### config.mk
export PLATFORM = sky130hd
export DESIGN_NAME = alert_status_mask_logic
export DESIGN_NICKNAME = d
export VERILOG_FILES = /design/src/include/alert_pkg.sv /design/src/rtl/alert_status_mask_logic.sv /design/src/rtl/event_flag_bank.sv /design/src/rtl/limit_window_check.sv
export VERILOG_INCLUDE_DIRS = /design/src /design/src/include
export SDC_FILE = /design/constraint.sdc
export NUM_CORES = 1
export LEC_CHECK = 0
export BUFFER_PORTS_ARGS = -buffer_cell sky130_fd_sc_hd__buf_4
export CAP_MARGIN = 5
export CORE_MARGIN = 5
export CORE_UTILIZATION = 50
export CTS_CLUSTER_DIAMETER = 120
export DETAILED_ROUTE_END_ITERATION = 16
export PLACE_DENSITY = 0.76
export SLEW_MARGIN = 20
export SYNTH_ARGS = -nofsm -noshare
export SYNTH_HDL_FRONTEND = slang
export SYNTH_SLANG_ARGS = --single-unit
### constraint.sdc
create_clock -name sys_clk_i -period 2.1 [get_ports sys_clk_i]
set_input_delay 0.21 -clock sys_clk_i [delete_from_list [all_inputs] [get_ports sys_clk_i]]
set_output_delay 0.21 -clock sys_clk_i [all_outputs]
set_load 0.05 [all_outputs]
### src/include/alert_params.svh
// Register offsets, reset values, field positions and limits of the alert block.
`ifndef ALERT_PARAMS_SVH
`define ALERT_PARAMS_SVH

// ****************************************************************
// Register offsets
// ****************************************************************
`define ADDR_PUSH_STATUS 8'h7E
`define ADDR_PUSH_MASK 8'h7F
`define ADDR_CPU_STATUS 8'h81
`define ADDR_ERR_MASK 8'h82
`define ADDR_CPU_MASK 8'h83
`define ADDR_VTT_LOW 8'h84

// ****************************************************************
// Reset values and writable fields
// ****************************************************************
`define RESET_BYTE 8'h00
`define PUSH_MASK_WMASK 8'h0F
`define ERR_MASK_WMASK 8'h7F
`define CPU_MASK_WMASK 8'hFF

// ****************************************************************
// Error mask bit positions
// ****************************************************************
`define ERR_MASK_CH0 0
`define ERR_MASK_DATA 1
`define ERR_MASK_CPU_ERROR_MASK_A 2
`define ERR_MASK_OVT 3

// ****************************************************************
// Block read byte count minimums
// ****************************************************************
`define MIN_COUNT_HUB 8'h02
`define MIN_COUNT_DIMM 8'h09

`endif

### src/include/alert_pkg.sv
// Types shared by the alert status and mask logic.
package alert_pkg;

  // Pushed-temperature status layout, msb first.
  typedef struct packed {
    logic [3:0] overtemp;
    logic [3:0] alert;
  } push_status_t;

  // CPU channel status layout, msb first.
  typedef struct packed {
    logic io_rail;
    logic short_byte_count;
    logic [2:0] cpu_ch_limit;
    logic generic_cpu_error_mask_a;
    logic overtemp_timer;
    logic completion_code;
  } cpu_status_t;

  // Register access strobes from the slave serial port.
  typedef struct packed {
    logic [7:0] addr;
    logic wr;
    logic rd;
    logic [7:0] wdata;
  } reg_req_t;

endpackage

### src/rtl/alert_status_mask_logic.sv
// Alert status flags, mask registers and alert output of the monitor.
//
// Operation
// Pushed status bits 0-3 report alert caused by pushed temperature 0-3.
// Pushed status bits 4-7 report overtemp output caused by pushes 0-3.
// Pushed mask bits 0-3 block pushed alerts; bits 4-7 read-only.
// CPU status bit 0 sets when a transaction returns a completion code.
// CPU status bit 1 reads 1 once overtemp timer exceeds its limit.
// CPU status bit 2 reads 1 on generic instruction cpu_error_mask_a error.
// CPU status bits 3-5 flag channels 1-3 outside high or low limit.
// CPU status bit 6 flags short block read count: 2 hub, 9 modules.
// CPU status bit 7 flags rail voltage; read clears only if gone.
// Error mask bit 0 blocks channel 0 out-of-limit alerts.
// Error mask bits 1-2 block data/cpu_error_mask_a alerts and fan override.
// Error mask bit 3 blocks overtemperature alerts.
// Software also sets the summary mask elsewhere when masking here.
// CPU mask bits 0-2 block completion, timer and cpu_error_mask_a alerts.
// CPU mask bits 3-5 block channel 1-3 out-of-limit alerts.
// CPU mask bit 6 blocks byte count, bit 7 rail voltage alerts.
// Software also sets the summary mask when masking CPU events.
// Alert active when any unmasked flag is set; all zero at reset.
// Flags set by hardware only; status writes have no effect.
`include "alert_params.svh"

module alert_status_mask_logic (
  input wire logic sys_clk_i, // 20 MHz system clock
  input wire logic sys_rst_i, // async reset, active high
  input wire logic [7:0] reg_addr_i, // register address
  input wire logic reg_wr_i, // register write strobe
  input wire logic reg_rd_i, // register read strobe
  input wire logic [7:0] reg_wdata_i, // register write data
  output logic [7:0] reg_rdata_o, // register read data
  input wire logic [3:0] push_alert_evt_i, // pushed temp alert events
  input wire logic [3:0] push_overtemp_evt_i, // pushed temp overtemp events
  input wire logic completion_code_evt_i, // completion code returned
  input wire logic overtemp_timer_exceeded_i, // timer above its limit
  input wire logic generic_cpu_error_mask_a_err_evt_i, // generic instr cpu_error_mask_a error
  input wire logic [3:0] cpu_limit_evt_i, // channel 0-3 out of limit
  input wire logic cpu_data_err_i, // channel data error present
  input wire logic cpu_cpu_error_mask_a_err_i, // channel cpu_error_mask_a error present
  input wire logic overtemp_cond_i, // overtemperature condition
  input wire logic block_read_done_i, // block read finished pulse
  input wire logic [7:0] block_read_count_i, // returned byte count
  input wire logic dimm_read_mode_i, // module temps also read
  input wire logic vtt_sample_valid_i, // new rail voltage sample
  input wire logic [7:0] vtt_value_i, // rail voltage reading
  input wire logic [7:0] vtt_high_limit_i, // rail voltage high limit
  output logic alert_o, // alert output, active high
  output logic fan_override_o // fan override request
);

  // ****************************************************************
  // Address decode
  // ****************************************************************
  function automatic logic hit(input logic [7:0] addr,
                               input logic [7:0] target);
    hit = (addr == target);
  endfunction

  // A source reaches the alert only while its mask bit is clear.
  function automatic logic unmasked(input logic cause,
                                    input logic mask_bit);
    unmasked = cause && !mask_bit;
  endfunction

  alert_pkg::reg_req_t req;
  assign req = '{addr: reg_addr_i, wr: reg_wr_i, rd: reg_rd_i,
                 wdata: reg_wdata_i};

  logic rd_push_status;
  logic rd_cpu_status;
  assign rd_push_status = req.rd && hit(req.addr, `ADDR_PUSH_STATUS);
  assign rd_cpu_status = req.rd && hit(req.addr, `ADDR_CPU_STATUS);

  // ****************************************************************
  // Mask and limit registers
  // ****************************************************************
  logic [7:0] push_mask_reg;
  logic [7:0] push_mask_next;
  logic [7:0] err_mask_reg;
  logic [7:0] err_mask_next;
  logic [7:0] cpu_mask_reg;
  logic [7:0] cpu_mask_next;
  logic [7:0] vtt_low_reg;
  logic [7:0] vtt_low_next;

  // Status offsets are not decoded for writes, so those writes are dropped.
  always_comb begin
    push_mask_next = push_mask_reg;
    err_mask_next = err_mask_reg;
    cpu_mask_next = cpu_mask_reg;
    vtt_low_next = vtt_low_reg;
    if (req.wr) begin
      if (hit(req.addr, `ADDR_PUSH_MASK)) begin
        push_mask_next = req.wdata & `PUSH_MASK_WMASK;
      end
      if (hit(req.addr, `ADDR_ERR_MASK)) begin
        err_mask_next = req.wdata & `ERR_MASK_WMASK;
      end
      if (hit(req.addr, `ADDR_CPU_MASK)) begin
        cpu_mask_next = req.wdata & `CPU_MASK_WMASK;
      end
      if (hit(req.addr, `ADDR_VTT_LOW)) begin
        vtt_low_next = req.wdata;
      end
    end
  end

  always_ff @(posedge sys_clk_i or posedge sys_rst_i) begin
    if (sys_rst_i) begin
      push_mask_reg <= `RESET_BYTE;
      err_mask_reg <= `RESET_BYTE;
      cpu_mask_reg <= `RESET_BYTE;
      vtt_low_reg <= `RESET_BYTE;
    end else begin
      push_mask_reg <= push_mask_next;
      err_mask_reg <= err_mask_next;
      cpu_mask_reg <= cpu_mask_next;
      vtt_low_reg <= vtt_low_next;
    end
  end

  // ****************************************************************
  // Event detection
  // ****************************************************************
  logic vtt_outside;
  logic vtt_outside_q;
  logic short_count;
  logic [7:0] min_count;

  limit_window_check #(
    .WIDTH(8)
  ) u_vtt_check (
    .sys_clk_i(sys_clk_i),
    .sys_rst_i(sys_rst_i),
    .valid_i(vtt_sample_valid_i),
    .value_i(vtt_value_i),
    .low_i(vtt_low_reg),
    .high_i(vtt_high_limit_i),
    .outside_o(vtt_outside)
  );

  // The hub alone returns fewer bytes than a read that includes modules.
  assign min_count = dimm_read_mode_i ? `MIN_COUNT_DIMM : `MIN_COUNT_HUB;
  assign short_count = block_read_done_i
                       && (block_read_count_i < min_count);

  // The rail flag sets on the step into the fault, so a read that finds the
  // rail back in window clears it until the next excursion.
  logic vtt_outside_prev;
  logic vtt_outside_prev_next;
  always_comb begin
    vtt_outside_prev_next = vtt_outside;
  end
  always_ff @(posedge sys_clk_i or posedge sys_rst_i) begin
    if (sys_rst_i) begin
      vtt_outside_prev <= 1'b0;
    end else begin
      vtt_outside_prev <= vtt_outside_prev_next;
    end
  end
  assign vtt_outside_q = vtt_outside && !vtt_outside_prev;

  // ****************************************************************
  // Status flags
  // ****************************************************************
  alert_pkg::push_status_t push_set;
  alert_pkg::push_status_t push_status;
  alert_pkg::cpu_status_t cpu_set;
  alert_pkg::cpu_status_t cpu_hold;
  alert_pkg::cpu_status_t cpu_status;

  always_comb begin
    push_set.alert = push_alert_evt_i;
    push_set.overtemp = push_overtemp_evt_i;
  end

  always_comb begin
    cpu_set.completion_code = completion_code_evt_i;
    cpu_set.overtemp_timer = overtemp_timer_exceeded_i;
    cpu_set.generic_cpu_error_mask_a = generic_cpu_error_mask_a_err_evt_i;
    cpu_set.cpu_ch_limit = cpu_limit_evt_i[3:1];
    cpu_set.short_byte_count = short_count;
    cpu_set.io_rail = vtt_outside_q;
    cpu_hold = '0;
    cpu_hold.io_rail = vtt_outside;
  end

  // Only the rail flag holds through a read; every other flag is a plain
  // clear-on-read latch of its event.
  logic [7:0] push_flags;
  logic [7:0] cpu_flags;

  event_flag_bank #(
    .WIDTH(8)
  ) u_push_flags (
    .sys_clk_i(sys_clk_i),
    .sys_rst_i(sys_rst_i),
    .set_i(push_set),
    .hold_i(8'h00),
    .clr_i(rd_push_status),
    .flags_o(push_flags)
  );

  event_flag_bank #(
    .WIDTH(8)
  ) u_cpu_flags (
    .sys_clk_i(sys_clk_i),
    .sys_rst_i(sys_rst_i),
    .set_i(cpu_set),
    .hold_i(cpu_hold),
    .clr_i(rd_cpu_status),
    .flags_o(cpu_flags)
  );

  assign push_status = push_flags;
  assign cpu_status = cpu_flags;

  // ****************************************************************
  // Alert and fan override
  // ****************************************************************
  logic alert_reg;
  logic alert_next;
  logic fan_reg;
  logic fan_next;
  logic [3:0] push_alert_src;
  logic data_err_live;
  logic cpu_error_mask_a_err_live;
  logic push_alert_any;
  logic push_ovt_any;
  logic err_alert_any;
  logic cpu_alert_any;

  // Each pushed temperature alert is gated by its own mask bit.
  for (genvar i = 0; i < 4; i++) begin : g_push_src
    assign push_alert_src[i] = unmasked(push_status.alert[i],
                                        push_mask_reg[i]);
  end

  // The summary mask lives in another block, so the masks here gate each
  // source directly and software is expected to set both.
  always_comb begin
    data_err_live = unmasked(cpu_data_err_i,
                             err_mask_reg[`ERR_MASK_DATA]);
    cpu_error_mask_a_err_live = unmasked(cpu_cpu_error_mask_a_err_i,
                             err_mask_reg[`ERR_MASK_CPU_ERROR_MASK_A]);
    push_alert_any = |push_alert_src;
    push_ovt_any = unmasked(|push_status.overtemp,
                            err_mask_reg[`ERR_MASK_OVT]);
    err_alert_any = unmasked(cpu_limit_evt_i[0],
                             err_mask_reg[`ERR_MASK_CH0])
                    || data_err_live || cpu_error_mask_a_err_live
                    || unmasked(overtemp_cond_i,
                                err_mask_reg[`ERR_MASK_OVT]);
    cpu_alert_any = |(cpu_status & ~cpu_mask_reg);
    alert_next = push_alert_any || push_ovt_any
                 || err_alert_any || cpu_alert_any;
    fan_next = data_err_live || cpu_error_mask_a_err_live;
  end

  always_ff @(posedge sys_clk_i or posedge sys_rst_i) begin
    if (sys_rst_i) begin
      alert_reg <= 1'b0;
      fan_reg <= 1'b0;
    end else begin
      alert_reg <= alert_next;
      fan_reg <= fan_next;
    end
  end

  assign alert_o = alert_reg;
  assign fan_override_o = fan_reg;

  // ****************************************************************
  // Read data
  // ****************************************************************
  logic [7:0] rdata_reg;
  logic [7:0] rdata_next;

  // Read data is captured with the strobe and holds until the next read.
  always_comb begin
    rdata_next = rdata_reg;
    if (req.rd) begin
      unique case (req.addr)
        `ADDR_PUSH_STATUS: rdata_next = push_status;
        `ADDR_PUSH_MASK: rdata_next = push_mask_reg;
        `ADDR_CPU_STATUS: rdata_next = cpu_status;
        `ADDR_ERR_MASK: rdata_next = err_mask_reg;
        `ADDR_CPU_MASK: rdata_next = cpu_mask_reg;
        `ADDR_VTT_LOW: rdata_next = vtt_low_reg;
        default: rdata_next = `RESET_BYTE;
      endcase
    end
  end

  always_ff @(posedge sys_clk_i or posedge sys_rst_i) begin
    if (sys_rst_i) begin
      rdata_reg <= `RESET_BYTE;
    end else begin
      rdata_reg <= rdata_next;
    end
  end

  assign reg_rdata_o = rdata_reg;

endmodule

### src/rtl/event_flag_bank.sv
// Sticky event flags with clear-on-read and optional hold while present.
module event_flag_bank #(
  parameter int WIDTH = 8
) (
  input wire logic sys_clk_i, // system clock
  input wire logic sys_rst_i, // async reset, active high
  input wire logic [WIDTH-1:0] set_i, // event pulses or levels
  input wire logic [WIDTH-1:0] hold_i, // condition still present
  input wire logic clr_i, // status read strobe
  output logic [WIDTH-1:0] flags_o // sticky flags
);
  logic [WIDTH-1:0] flags_reg;
  logic [WIDTH-1:0] flags_next;

  // A set in the same cycle as the read clear wins, so no event is lost.
  always_comb begin
    flags_next = set_i | (flags_reg & (~{WIDTH{clr_i}} | hold_i));
  end

  always_ff @(posedge sys_clk_i or posedge sys_rst_i) begin
    if (sys_rst_i) begin
      flags_reg <= '0;
    end else begin
      flags_reg <= flags_next;
    end
  end

  assign flags_o = flags_reg;
endmodule

### src/rtl/limit_window_check.sv
// Registered comparison of a sampled value against a low and high limit.
module limit_window_check #(
  parameter int WIDTH = 8
) (
  input wire logic sys_clk_i, // system clock
  input wire logic sys_rst_i, // async reset, active high
  input wire logic valid_i, // new sample strobe
  input wire logic [WIDTH-1:0] value_i, // sampled value
  input wire logic [WIDTH-1:0] low_i, // low limit
  input wire logic [WIDTH-1:0] high_i, // high limit
  output logic outside_o // last sample outside the window
);
  logic outside_reg;
  logic outside_next;

  always_comb begin
    outside_next = outside_reg;
    if (valid_i) begin
      outside_next = (value_i < low_i) || (value_i > high_i);
    end
  end

  always_ff @(posedge sys_clk_i or posedge sys_rst_i) begin
    if (sys_rst_i) begin
      outside_reg <= 1'b0;
    end else begin
      outside_reg <= outside_next;
    end
  end

  assign outside_o = outside_reg;
endmodule

Word-level counts from Yosys, hierarchy flattened
Index checks and enable logic that the tools add are counted.

word-level totals
  output and inout port bits = 10
  flip-flop bits (word level) = 55

operators by class
  eq/ne operators = 6
  reductions and logical operators = 37
  $lt $le $gt $ge = 3
  bitwise gates (word level) = 9
  mux-type cells = 2

operator list
  cell                                                              number
  8-bit one-hot mux with 6 select lines                             1
  8-bit == test (second input constant)                             4
  8-bit AND                                                         3
  8-bit inverter                                                    3
  8-bit bitwise OR                                                  3
  8-bit by 7-bit == test with 1-bit output (second input constant)  2
  1-bit logical AND                                                 13
  1-bit zero test                                                   9
  8-bit greater-than comparator                                     1
  1-bit logical OR                                                  8
  8-bit by 4-bit less-than comparator with 1-bit output             1
  8-bit less-than comparator                                        1
  2-bit AND reduction                                               4
  4-bit OR reduction                                                2
  8-bit OR reduction                                                1
  4-bit two-way mux                                                 1

Depth between registers and ports, before layout
  depth in word-level cells = 7
  gate-level depth with buffers = 7

Modules after synthesis
Synthesis repeated with hierarchy kept, for this count alone.

unflattened totals
  cells, all modules = 294
  area, all modules = 3,145.5 µm²

modules (own cells, without submodules)
  module                   instances  sequential area each (µm²)  cells each  area an instance (µm²)
  alert_status_mask_logic  1          950.9                       188         2,085.8
  event_flag_bank          2          200.2                       25          314.1
  limit_window_check       1          25.0                        56          431.7

Worst setup path after synthesis
Ideal clock, no wire load.

  path type = input to register
  from = input port reg_addr_i[6]
  to = register err_mask_reg[0]
  cell stages on the path = 5
  library setup time = 125 ps
  arrival = 1,635 ps
  path buffers = 1
  data required time = 1,975 ps
  slack = 340 ps
  path through = nor4b_4 nand2_2 or4b_1 buf_6 mux2_4

between the ends
  longest elaborated chain between the ends = 2

RTL lines
  item                           line                            source
  start, declared                alert_status_mask_logic.sv:28   input wire logic [7:0] reg_addr_i,
  8-bit == test                  alert_status_mask_logic.sv:57   hit = (addr == target);
  2-bit AND reduction (no line)  n/a
  end signal, assigned           alert_status_mask_logic.sv:112  err_mask_reg <= `RESET_BYTE;
  end signal, assigned           alert_status_mask_logic.sv:117  err_mask_reg <= err_mask_next;
  end, declared                  alert_status_mask_logic.sv:80   logic [7:0] err_mask_reg;

No other way between the ends.
A chain may end at the register's enable or synchronous reset.

Worst setup path after layout
  from = input port reg_addr_i[6]
  to = register err_mask_reg[2]

Same word-level chain as after synthesis.

==> run metrics <==
status=finished clean; CTS buffer count=5; worst slew pin tran=540.4 ps; period utilization=82.13%; Sequential Power Share=54.4%; gr usage total=19.41%; first-pass GRT wire length=11690 microns; post-DP HPWL=5813 microns; htree depth=2; worst-path cell with the longest stage delay=or4b_1; Core ar.=0.005851 sq mm; # Post-CTS Setup Buffers=0; Tmin final=1725 ps; Final Power=2.087 mW; Die X=87.27 microns; worst skew pair latency=320 ps; Synth warnings=0; GP Congestion=0.8839; PwrDens=557.6 mW/mm^2; number of synthesized flops with an enable pin=0; Routed WL=7218 microns; Die ar.=0.007616 sq mm; Avg Cell Area, Syn=10.70 sq um; Pint=1.524 mW; Post-route DRC=0; fin util=63.96%; HP Class=in2reg; Setup WS pre-CTS=31.34 ps; vias in the first global route=2478; ANT nets after route=0; fillcell total=500; Peak VDD IR=0.0003803 V; DR pass1 iterations=4; worst relative slew slack=63.92%; Clk pin slew, worst setup/hold paths=110 ps; worst-path maximum fanout=7; setup violators final=0; Achievable Freq=0.5798 GHz; CP Capture Type=flop; clock sink count=55; worst path cell trace=buf_4 > nor4b_4 > nand2_2 > or4b_1 > mux2_4; endpoints failing hold=0; CTS tree=built; WHS Path Cells=2; max incr delay on CP=770 ps; register area share after synthesis=46.10%; vias=2438; via density per instance=5.618; worst path arrival time=1930 ps; crit path kind=in2reg; Yosys cell types=45; share of layout cells above drive strength 1=33.98%; Post-Syn Instances=279; clock buffer depth=2; leak pwr=1.800 nW; detailed router's first-iteration violation count=176; Final WS setup=375.3 ps; row cnt=28; DR WL/cell=16.63 microns; CTS Root Cell=clkbuf_8; Synth Register Bits=55; DIE HEIGHT=87.27 microns; Setup Skew=11.40 ps; Psw=562.7 uW; total congestion overflow=0; area grow syn2layout=25.36%; fin. max-slew vios=0; Setup crit start kind=primary input; initial core utilization=51.03%; largest net degree at the start of global routing=32; Post-synth top flop=dfrtp_1; Post-Syn Nets=361; max-cap violations=0; placed cell count=425; antenna cells=0; antenna violations before repair=0; worst reg2reg path depth=6; Final Non-Filler Cells=434; Worst Path Required=2300 ps; Clk pwr share=29.0%; Mapped Area=0.002985 sq mm; asr flop ratio synth=100.0%; IO Port Bufs=74; Nets=440; Logic pwr share=16.6%; I/O pin count=75; switch share=26.97%; RSZ-0062 raised after global routing=no; setup_tns=0 ps
worst max-delay path, delay by kind of cell:
family	cells	cell delay [ps]
buf+inv	1	120
mux	1	390
simple gates	3	1210
layout by cell type (no fill, tap or decap), types with 2 or more instances in the layout:
master      n
dfrtp_1    55
nand4_1     5
nand3_1     4
nor2_1     15
a2bb2oi_1   2
a221oi_1    8
buf_4      76
nor2b_1     2
clkbuf_8    5
mux2_4      7
nor4_1      2
nor3_1      3
nand2b_1    5
o2bb2ai_1   2
a21oi_1    15
inv_1      37
o22ai_1     9
ha_1       17
o21ai_0     7
a21o_1     16
mux2_2     26
a22oi_1     4
nand2_1    10
stage by stage:
step / hold slack [ps] / cell area (sq um)
2_1_floorplan: 302.3 / 2985
3_3_place_gp: 283.1 / 3640
3_5_place_dp: 294.1 / 3640
4_1_cts: 59.60 / 3742
5_1_grt: 56.52 / 3742
6_report: 61.11 / 3742
per-layer routing:
metal | GRT usage (%) | share of wire [%] | up-vias
li1 | - | - | 1172
met1 | 25.93 | 42 | 1167
met2 | 32.19 | 50 | 88
met3 | 3.406 | 6.9 | 11
met4 | 5.858 | 1.2 | 0
met5 | 0 | 0 | -
final timing paths:
path                                           end              startpoint  slack (ps)
setup reg to reg             u_vtt_check.outside_o          vtt_low_reg[6]         580
max in group asynchronous         push_mask_reg[0]               sys_rst_i        1060
setup / recovery                   err_mask_reg[2]           reg_addr_i[6]         380
hold / removal             u_push_flags.flags_o[5]  push_overtemp_evt_i[1]          60
hold reg to reg                   vtt_outside_prev   u_vtt_check.outside_o         460
min in group asynchronous  u_push_flags.flags_o[5]               sys_rst_i         490
what timing repair did:
item                      in CTS  in global routing
resized for setup              0                  0
hold endpoints to repair      24                  0
hold buffers                   1                  0
synthesized netlist by cell type, types with 2 or more instances:
cell type,count,area (sq um)
dfrtp_1,55,1376
inv_1,38,142.6
mux2_2,26,292.8
ha_1,17,212.7
a21o_1,16,120.1
a21oi_1,15,75.07
nor2_1,15,56.30
nand2_1,10,37.54
o22ai_1,9,56.30
a221oi_1,8,70.07
mux2_4,7,105.1
o21ai_0,7,35.03
nand2b_1,5,31.28
nand4_1,5,31.28
a22oi_1,4,30.03
clkbuf_1,4,15.01
nand3_1,4,20.02
nor3_1,3,15.01
a2bb2oi_1,2,17.52
nor2b_1,2,12.51
nor4_1,2,12.51
o2bb2ai_1,2,17.52
cells by family after synthesis:
group,Yosys count,share of synthesized area [%]
compound gates,73,16.89
fa+ha+maj,17,7.125
buf+inv,44,5.784
flops,55,46.10
mux,34,13.66
simple gates,56,10.44
power groups by stage:
stage               sequential [mW]  combinational, mW  clock [mW]
finish                         1.14              0.346       0.604
detailed placement             1.16              0.346           0
floorplan                      1.17              0.161           0
global placement               1.15              0.336           0
CTS                            1.14              0.349       0.614
global route                   1.14              0.384       0.663
cell type report:
type	count	area, sq um	share of cell area (%)
Inverter	38	142.6	3.811
Clock buffer	5	68.82	1.839
Tap cell	75	93.84	2.508
Multi-Input combinational cell	180	1436	38.38
Clock inverter	3	23.77	0.6352
Timing Repair Buffer	78	600.6	16.05
Sequential cell	55	1376	36.78
(Power assumes the default switching activity.)
